===== config.mk =====
export PLATFORM = sky130hd
export DESIGN_NAME = macrocell_mode_config
export DESIGN_NICKNAME = d
export VERILOG_FILES = /design/src/hw/macrocell_cfg_pkg.sv /design/src/hw/output_logic_macrocell.sv /design/src/hw/macrocell_mode_config.sv
export SDC_FILE = /design/constraint.sdc
export NUM_CORES = 2
export LEC_CHECK = 0
export BUFFER_PORTS_ARGS = -buffer_cell sky130_fd_sc_hd__buf_2
export CAP_MARGIN = 25
export CELL_PAD_IN_SITES_DETAIL_PLACEMENT = 1
export CELL_PAD_IN_SITES_GLOBAL_PLACEMENT = 1
export CORE_MARGIN = 5
export CORE_UTILIZATION = 41
export CTS_CLUSTER_DIAMETER = 200
export DETAILED_ROUTE_END_ITERATION = 7
export PLACE_DENSITY_LB_ADDON = 0.1
export SLEW_MARGIN = 20
export SYNTH_ARGS = -nofsm -noshare
export SYNTH_HDL_FRONTEND = slang
export SYNTH_SLANG_ARGS = --single-unit

===== constraint.sdc =====
create_clock -name clk -period 95.5 [get_ports clk]
set_input_delay 14.325 -clock clk [delete_from_list [all_inputs] [get_ports clk]]
set_output_delay 14.325 -clock clk [all_outputs]
set_load 0.02 [all_outputs]

===== src/hw/macrocell_cfg_pkg.sv =====
// Constants for the macrocell architecture configuration block.
// Assumes a 100 MHz clock and an AHB-Lite slave with 32-bit data.
package macrocell_cfg_pkg;
	// =========================================
	// Register offsets (byte addresses)
	localparam logic [7:0] MODE_OFFSET = 8'h00;
	localparam logic [7:0] CELLSEL_OFFSET = 8'h04;
	localparam logic [7:0] POLARITY_OFFSET = 8'h08;
	localparam logic [7:0] COMMAND_OFFSET = 8'h0C;
	localparam logic [7:0] STATUS_OFFSET = 8'h10;
	localparam logic [7:0] ARRAYADDR_OFFSET = 8'h14;
	localparam logic [7:0] ARRAYDATA_OFFSET = 8'h18;
	localparam logic [7:0] CYCLES_OFFSET = 8'h1C;
	localparam logic [7:0] MACROCELL_OFFSET = 8'h20;
	// =========================================
	// Field layout
	localparam int NUM_CELLS = 8;
	localparam int ARRAY_WORDS = 64;
	localparam int ARRAY_ADDR_W = 6;
	localparam int CMD_PROGRAM_BIT = 0;
	localparam int CMD_SECURE_BIT = 1;
	localparam int CMD_ERASE_BIT = 2;
	localparam int STAT_SECURE_BIT = 0;
	localparam int STAT_REJECT_BIT = 1;
	localparam int STAT_BUSY_BIT = 2;
	localparam int CYCLE_W = 16;
	// =========================================
	// Reset values
	localparam logic [1:0] MODE_RESET = 2'h0;
	localparam logic [7:0] CELLSEL_RESET = 8'h00;
	localparam logic [7:0] POLARITY_RESET = 8'h00;
	localparam logic [31:0] ERASED_WORD = 32'h00000000;
	// =========================================
	// Architecture modes
	typedef enum logic [1:0] {
		simple_combinatorial_mode = 2'b00,
		registered_mode = 2'b01,
		combinatorial_io_mode = 2'b11
	} arch_mode_type;
	// Per-macrocell function
	typedef enum logic [2:0] {
		FN_INPUT = 3'h0,
		FN_OUTPUT = 3'h1,
		FN_REGISTER = 3'h2,
		FN_IO = 3'h3,
		FN_TRISTATE = 3'h4
	} cell_fn_type;
	// Erase engine states, Gray along idle-clear-done
	typedef enum logic [1:0] {
		ER_IDLE = 2'b00,
		ER_CLEAR = 2'b01,
		ER_DONE = 2'b11
	} erase_state_type;
endpackage : macrocell_cfg_pkg


===== src/hw/output_logic_macrocell.sv =====
// One output logic macrocell: polarity, D register, output select.
// Assumes configuration bits are static during normal operation.
module output_logic_macrocell
	import macrocell_cfg_pkg::*;
(
	input wire logic clk,
	input wire logic rst,
	input wire logic sumTerm,
	input wire logic ptEnable,
	input wire logic groupEnable,
	input wire logic [2:0] cellFn,
	input wire logic invertPol,
	output logic pinOut,
	output logic pinOe,
	output logic feedback
);
	logic regQ_ff;
	wire logic polData = sumTerm ^ invertPol;
	wire logic isReg = (cellFn == FN_REGISTER);
	// =========================================
	// Register captures post-polarity function
	always_ff @(posedge clk or posedge rst) begin
		if (rst) begin
			regQ_ff <= 1'b0;
		end else if (isReg) begin
			regQ_ff <= polData;
		end
	end
	// Registered pins drive the inverted value
	assign pinOut = isReg ? ~regQ_ff : polData;
	assign pinOe = (cellFn == FN_OUTPUT) ? 1'b1 :
		isReg ? groupEnable :
		((cellFn == FN_IO) || (cellFn == FN_TRISTATE)) ? ptEnable : 1'b0;
	assign feedback = isReg ? regQ_ff : 1'b0;
endmodule : output_logic_macrocell


===== src/hw/macrocell_mode_config.sv =====
// Architecture configuration of an eight-macrocell sum-of-products device.
// Assumes an AHB-Lite master, single word transfers, one 100 MHz clock.
module macrocell_mode_config
	import macrocell_cfg_pkg::*;
(
	input wire logic clk,
	input wire logic rst,
	input wire logic hsel,
	input wire logic [31:0] haddr,
	input wire logic [1:0] htrans,
	input wire logic hwrite,
	input wire logic [2:0] hsize,
	input wire logic [31:0] hwdata,
	input wire logic hready,
	output logic [31:0] hrdata,
	output logic hreadyout,
	output logic hresp,
	input wire logic [7:0] sumTerm,
	input wire logic [7:0] ptEnable,
	input wire logic regOutEnableN,
	output logic [7:0] pinOut,
	output logic [7:0] pinOe,
	output logic [7:0] feedback,
	output logic [1:0] dedicatedRole
);
	// =========================================
	// Configuration state
	logic [1:0] mode_ff;
	logic [7:0] cellSel_ff;
	logic [7:0] polarity_ff;
	logic secure_ff;
	logic reject_ff;
	logic [ARRAY_ADDR_W-1:0] arrAddr_ff;
	logic [31:0] arrayMem_ff [ARRAY_WORDS];
	logic [CYCLE_W-1:0] cycles_ff;
	erase_state_type erState_ff;
	logic [ARRAY_ADDR_W-1:0] erIdx_ff;
	logic oeSync1_ff;
	logic oeSync2_ff;
	logic [31:0] rdata_ff;
	// Address phase capture
	logic wrPend_ff;
	logic [7:0] wrAddr_ff;
	// =========================================
	// Bus decode
	wire logic accept = hsel && hready && htrans[1];
	wire logic doRead = accept && !hwrite;
	wire logic [7:0] rdAddr = haddr[7:0];
	wire logic busy = (erState_ff != ER_IDLE);
	wire logic wrMode = wrPend_ff && (wrAddr_ff == MODE_OFFSET);
	wire logic wrCell = wrPend_ff && (wrAddr_ff == CELLSEL_OFFSET);
	wire logic wrPol = wrPend_ff && (wrAddr_ff == POLARITY_OFFSET);
	wire logic wrCmd = wrPend_ff && (wrAddr_ff == COMMAND_OFFSET);
	wire logic wrAddrReg = wrPend_ff && (wrAddr_ff == ARRAYADDR_OFFSET);
	wire logic wrData = wrPend_ff && (wrAddr_ff == ARRAYDATA_OFFSET);
	// Configuration writes, except to ARRAYADDR, only while unlocked and idle
	wire logic cfgOpen = !secure_ff && !busy;
	wire logic progEvent = wrCmd && hwdata[CMD_PROGRAM_BIT] && cfgOpen;
	wire logic secureEvent = wrCmd && hwdata[CMD_SECURE_BIT] && !busy;
	wire logic eraseEvent = wrCmd && hwdata[CMD_ERASE_BIT] && !busy;
	wire logic blocked = (wrMode || wrCell || wrPol || wrData ||
		(wrCmd && hwdata[CMD_PROGRAM_BIT])) && !cfgOpen;
	wire logic rdArrayBlocked = doRead && (rdAddr == ARRAYDATA_OFFSET) && secure_ff;
	wire logic [7:0] modeWord = {6'h00, mode_ff};
	// Read mux
	logic [31:0] rdMux;
	always_comb begin
		case (rdAddr)
			MODE_OFFSET: rdMux = {24'h000000, modeWord};
			CELLSEL_OFFSET: rdMux = {24'h000000, cellSel_ff};
			POLARITY_OFFSET: rdMux = {24'h000000, polarity_ff};
			STATUS_OFFSET: rdMux = {29'h00000000, busy, reject_ff, secure_ff};
			ARRAYADDR_OFFSET: rdMux = {26'h0000000, arrAddr_ff};
			ARRAYDATA_OFFSET: rdMux = secure_ff ? ERASED_WORD : arrayMem_ff[arrAddr_ff];
			CYCLES_OFFSET: rdMux = {16'h0000, cycles_ff};
			MACROCELL_OFFSET: rdMux = {24'h000000, feedback};
			default: rdMux = 32'h00000000;
		endcase
	end
	assign hreadyout = 1'b1;
	assign hresp = 1'b0;
	assign hrdata = rdata_ff;
	// =========================================
	// Bus phase registers
	always_ff @(posedge clk or posedge rst) begin
		if (rst) begin
			wrPend_ff <= 1'b0;
			wrAddr_ff <= 8'h00;
			rdata_ff <= 32'h00000000;
		end else begin
			wrPend_ff <= accept && hwrite;
			wrAddr_ff <= haddr[7:0];
			rdata_ff <= doRead ? rdMux : rdata_ff;
		end
	end
	// =========================================
	// Static configuration, changed by register writes and, except arrAddr_ff, cleared by bulk erase
	always_ff @(posedge clk or posedge rst) begin
		if (rst) begin
			mode_ff <= MODE_RESET;
			cellSel_ff <= CELLSEL_RESET;
			polarity_ff <= POLARITY_RESET;
			arrAddr_ff <= '0;
		end else if (erState_ff == ER_CLEAR) begin
			mode_ff <= MODE_RESET;
			cellSel_ff <= CELLSEL_RESET;
			polarity_ff <= POLARITY_RESET;
		end else begin
			if (wrMode && cfgOpen && (hwdata[1:0] != 2'b10)) begin
				mode_ff <= hwdata[1:0];
			end
			if (wrCell && cfgOpen) begin
				cellSel_ff <= hwdata[7:0];
			end
			if (wrPol && cfgOpen) begin
				polarity_ff <= hwdata[7:0];
			end
			if (wrAddrReg) begin
				arrAddr_ff <= hwdata[ARRAY_ADDR_W-1:0];
			end
		end
	end
	// =========================================
	// Array storage, cleared word by word on bulk erase
	always_ff @(posedge clk or posedge rst) begin
		if (rst) begin
			for (int i = 0; i < ARRAY_WORDS; i++) begin
				arrayMem_ff[i] <= ERASED_WORD;
			end
		end else if (erState_ff == ER_CLEAR) begin
			arrayMem_ff[erIdx_ff] <= ERASED_WORD;
		end else if (wrData && cfgOpen) begin
			arrayMem_ff[arrAddr_ff] <= hwdata;
		end
	end
	// =========================================
	// Security cell, reject flag, cycle counter, erase engine
	always_ff @(posedge clk or posedge rst) begin
		if (rst) begin
			secure_ff <= 1'b0;
			reject_ff <= 1'b0;
			cycles_ff <= '0;
			erState_ff <= ER_IDLE;
			erIdx_ff <= '0;
		end else begin
			// Set wins over clear
			if (blocked || rdArrayBlocked) begin
				reject_ff <= 1'b1;
			end else if (wrCmd && !hwdata[CMD_PROGRAM_BIT]) begin
				reject_ff <= 1'b0;
			end
			if (progEvent) begin
				cycles_ff <= cycles_ff + 1'b1;
			end
			case (erState_ff)
				ER_IDLE: begin
					if (eraseEvent) begin
						erState_ff <= ER_CLEAR;
						erIdx_ff <= '0;
					end else if (secureEvent) begin
						secure_ff <= 1'b1;
					end
				end
				ER_CLEAR: begin
					erIdx_ff <= erIdx_ff + 1'b1;
					if (erIdx_ff == ARRAY_ADDR_W'(ARRAY_WORDS - 1)) begin
						erState_ff <= ER_DONE;
					end
				end
				ER_DONE: begin
					secure_ff <= 1'b0;
					erState_ff <= ER_IDLE;
				end
				default: erState_ff <= ER_IDLE;
			endcase
		end
	end
	// =========================================
	// Output enable pin passes two flip-flops
	always_ff @(posedge clk or posedge rst) begin
		if (rst) begin
			oeSync1_ff <= 1'b1;
			oeSync2_ff <= 1'b1;
		end else begin
			oeSync1_ff <= regOutEnableN;
			oeSync2_ff <= oeSync1_ff;
		end
	end
	wire logic isRegMode = (mode_ff == registered_mode);
	wire logic groupEnable = isRegMode && !oeSync2_ff;
	// Dedicated pins: bit0 clock role, bit1 enable role
	assign dedicatedRole = {isRegMode, isRegMode};
	// =========================================
	// Per-cell function decode and macrocells
	genvar g;
	generate
		for (g = 0; g < NUM_CELLS; g++) begin : cells
			logic [2:0] fn;
			wire logic outer = (g == 0) || (g == NUM_CELLS - 1);
			always_comb begin
				case (mode_ff)
					simple_combinatorial_mode:
						fn = cellSel_ff[g] ? FN_OUTPUT : FN_INPUT;
					registered_mode:
						fn = cellSel_ff[g] ? FN_REGISTER : FN_IO;
					combinatorial_io_mode:
						fn = outer ? FN_TRISTATE : FN_IO;
					default: fn = FN_INPUT;
				endcase
			end
			output_logic_macrocell cellInst (
				.clk(clk),
				.rst(rst),
				.sumTerm(sumTerm[g]),
				.ptEnable(ptEnable[g]),
				.groupEnable(groupEnable),
				.cellFn(fn),
				.invertPol(polarity_ff[g]),
				.pinOut(pinOut[g]),
				.pinOe(pinOe[g]),
				.feedback(feedback[g])
			);
		end
	endgenerate
endmodule : macrocell_mode_config


==> results.toml <==
[run_status]
run_status = "finished clean"

[global_route]
first_global_vias = 77000
largest_net_degree_at_the_start_of_global_routing = 175
grtUsageTotal = 0.368
wire_length_of_the_first_global_routing_pass_um = 628000
number_of_antenna_violations_at_the_first_check_in_global_routing = 44
grt-ovfl-total = 0

[worst_setup_path]
reg2reg_depth = 9
r2r_slack_ns = 89.33
worst_setup_path_end_kind = "primary output"
start_kind = "input port"
timing.rr.start = "arrAddr_ff[0]$_DFFE_PP0P_"
worstPathRequired_ns = 81.18
worstPathMaxFanout = 2
regToRegEndpoint = "hrdata[2]$_DFFE_PP0P_"
timing_worst_setup_path_type = "input port to primary output"
arrival_time_reported_for_the_critical_path_endpoint_ns = 14.91

[power_and_ir_drop]
power.ir.vdd_worst_mv = 0.0185
power.share.switching = 0.254
power_report.internal_total_uw = 1480
net-switching-power_uw = 506
comb_power_share = 0.058
power_frac_seq = 0.460
power_leakage_uw = 0.0495
total_power_of_the_final_layout_uw = 1990
power_frac_clock = 0.481
cellPowerDensity_nw_per_um2 = 18.5

[clocking]
clock_tree.buffer_depth = 3
cts-htree-levels = 4
clock_insertion_delay_worst_skew_ns = 0.91
tritoncts.num_buffers = 235
cts_tree = "built"
clkSlewWorstSetupHoldPaths_ns = 0.06
cts_hold_buffers = 0
clock_sinks = 2149
post_cts_resized = 0
clock_root_buffer_master = "sky130_fd_sc_hd__clkbuf_16"
postCtsSetupBuffers = 0

[route]
ant_nets = 0
routed_wl_um = 449000
drt-initial-drc-count = 9127
drt_pass1_iterations = 6
drc = 0
dr_total_vias = 76500
routed_via_count_divided_by_cell_count = 7.32
routedWlPerCell_um = 43.0

[sta]
finalSetupViolCount = 0
layout_min_cycle_time_ns = 29.24
report.final.slew_viol_count = 0
max-slew-margin-rel = 0.109
final.setup_skew_ns = 0.0554
hold_viol_final = 0
share_of_the_cycle_needed_by_the_critical_path_after_routing = 0.306
totalNegativeSetupSlack_ns = 0
actual_slew_at_the_worst_max_slew_pin_ns = 1.34
worst_hold_slack_ns = 0.363
setup_repair_after_global_routing_missed_its_margin = "no"
maxClockFrequency_mhz = 34.2

[yosys]
yosys.cell_count.top_type = "sky130_fd_sc_hd__dfrtp_1"
synth.top_cell.area_share = 0.570
syn_avg_cell_area_um2 = 12.7
number_of_synthesized_flops_with_an_enable_pin = 0
postSynthCellCount = 7439
ys.flop_type = "sky130_fd_sc_hd__dfrtp_1"
netlist-cell-type-count = 75
syn-cell-area_um2 = 94200
post-synth-top-area-cell = "sky130_fd_sc_hd__dfrtp_1"
synth_warnings = 0
ranking_of_synthesized_cells_by_area = "sky130_fd_sc_hd__dfrtp_1 (57%), sky130_fd_sc_hd__a22o_1 (20%), sky130_fd_sc_hd__mux2i_1 (3.4%), sky130_fd_sc_hd__clkbuf_1 (3.1%), sky130_fd_sc_hd__mux4_2 (2.7%)"
synth.cells.most_frequent = "sky130_fd_sc_hd__dfrtp_1 (2147), sky130_fd_sc_hd__a22o_1 (2121), sky130_fd_sc_hd__clkbuf_1 (776)"
synth_async_sr_flop_share = 1.00
part_of_the_yosys_area_used_for_sequential_elements = 0.571
ys_ff_latch = 2149
mappedNetlistNets = 7532

[floorplanning]
rows = 176
initial_utilization = 0.411
dieHeight_um = 489
die_w_um = 489
ioPinCount = 151
fp.coreArea_um2 = 229000
dieArea_um2 = 239000

[place]
portBuffers = 120
dpl_cell_area_um2 = 99200
hpwl_um = 256000
gpl.final_weighted_congestion = 0.953

[layout]
finish.net_count = 7308
flow.area_growth_from_synthesis_pct = 14.3
postLayoutCellArea_um2 = 108000
drive_above_1_share = 0.185
fin_util = 0.470

[min_path]
min_delay_path_depth = 0
hold_path_end = "oeSync2_ff$_DFF_PP1_"
hold_path_class = "flop to flop"
timing.hold.worst.start = "oeSync1_ff$_DFF_PP1_"

[flow_run]
cap_violations = 0
-- how the worst max path moves through the flow --
stage	from	endpoint	slack, ns	cells past startpoint
6_report	sumTerm[5]	pinOut[5]	66.26	4
5_1_grt	sumTerm[6]	pinOut[6]	66.20	4
4_1_cts	sumTerm[1]	pinOut[1]	66.26	4
3_5_place_dp	sumTerm[1]	pinOut[1]	66.27	4
3_3_place_gp	sumTerm[7]	pinOut[7]	66.27	4
2_1_floorplan	rst	arrAddr_ff[0]$_DFFE_PP0P_	20.47	1
-- state kept, by name, summed over array words and instances, names as in the netlist --
signal and flops:
oeSync1_ff 1, reject_ff 1, hrdata 32, erIdx_ff 6, wrAddr_ff 8, secure_ff 1
cells.cellInst.regQ_ff 8, cellSel_ff 8, erState_ff 2, mode_ff 2, polarity_ff 8, wrPend_ff 1
arrAddr_ff 6, cycles_ff 16, arrayMem_ff 2048, oeSync2_ff 1
-- power by group through the flow --
| stage | combinational, uW | clock, uW | sequential [uW] |
|---|---|---|---|
| 2_1_floorplan | 57.3 | 0 | 933 |
| 3_3_place_gp | 110 | 0 | 932 |
| 3_5_place_dp | 112 | 0 | 932 |
| 4_1_cts | 112 | 966 | 915 |
| 5_1_grt | 118 | 1000 | 915 |
| 6_report | 116 | 957 | 916 |
-- stage by stage --
step / cells / worst slack (ns)
final: 10500 / 66.26
after global routing: 10400 / 66.20
after CTS: 10400 / 66.26
after detailed placement: 9985 / 66.27
after global placement: 9971 / 66.27
after floorplan: 7439 / 20.47
-- cells in the final DEF (no fill, tap or decap), types with 18 or more instances in the layout --
| cell | instances |
|---|---|
| sky130_fd_sc_hd__o22ai_1 | 145 |
| sky130_fd_sc_hd__o22a_1 | 24 |
| sky130_fd_sc_hd__o2bb2ai_1 | 36 |
| sky130_fd_sc_hd__mux2_2 | 156 |
| sky130_fd_sc_hd__nand2_1 | 149 |
| sky130_fd_sc_hd__and3_1 | 24 |
| sky130_fd_sc_hd__nor2_4 | 66 |
| sky130_fd_sc_hd__nand3_1 | 34 |
| sky130_fd_sc_hd__mux2i_1 | 322 |
| sky130_fd_sc_hd__o21ai_0 | 110 |
| sky130_fd_sc_hd__diode_2 | 22 |
| sky130_fd_sc_hd__dfrtp_1 | 2144 |
| sky130_fd_sc_hd__a221o_1 | 87 |
| sky130_fd_sc_hd__xnor2_1 | 20 |
| sky130_fd_sc_hd__clkbuf_16 | 235 |
| sky130_fd_sc_hd__buf_2 | 108 |
| sky130_fd_sc_hd__mux4_2 | 114 |
| sky130_fd_sc_hd__buf_4 | 363 |
| sky130_fd_sc_hd__clkbuf_1 | 54 |
| sky130_fd_sc_hd__a221oi_1 | 179 |
| sky130_fd_sc_hd__clkbuf_8 | 66 |
| sky130_fd_sc_hd__a21oi_1 | 104 |
| sky130_fd_sc_hd__clkinv_2 | 30 |
| sky130_fd_sc_hd__buf_12 | 19 |
| sky130_fd_sc_hd__inv_1 | 18 |
| sky130_fd_sc_hd__o211ai_1 | 18 |
| sky130_fd_sc_hd__a22o_1 | 2121 |
| sky130_fd_sc_hd__a21oi_4 | 64 |
| sky130_fd_sc_hd__nor2_1 | 82 |
| sky130_fd_sc_hd__a22oi_1 | 119 |
-- per-layer routing --
layer  global-route usage  up-vias  share of wire
met5                    0        -        0.00028
met4                0.213       18          0.069
met3                0.110     1160           0.11
met2                0.527     4817           0.42
met1                0.496    41700           0.40
li1                     -    28700              -
-- worst max-delay path, stage by stage --
cell and delay, ns:
sky130_fd_sc_hd__buf_2 0.11, sky130_fd_sc_hd__xnor2_1 0.13, sky130_fd_sc_hd__a21oi_1 0.16, sky130_fd_sc_hd__buf_2 0.19
-- cell type report --
cell class,count,area (um^2)
Inverter,22,103
Clock inverter,70,1070
Timing Repair Buffer,504,3910
Tap cell,3026,3790
Clock buffer,355,6990
Multi-Input combinational cell,4303,38000
Sequential cell,2149,53800
Antenna cell,22,55.1
Fill cell,22800,122000
-- cells by family (layout without fill, tap and decap cells) --
kind of cell / count (synthesis) / in the layout / synth area share
flip-flops: 2149 / 2149 / 0.571
multiplexers: 594 / 594 / 0.0803
XOR/XNOR: 23 / 23 / 0.00214
other: 2 / 24 / 0.0000797
adder cells (fa/ha/maj): 2 / 2 / 0.000266
AO/OA/AOI/OAI: 3141 / 3141 / 0.276
AND/OR/NAND/NOR: 541 / 541 / 0.0289
buffers and inverters: 987 / 951 / 0.0415
No activity file was read; power rests on OpenSTA's default activity.
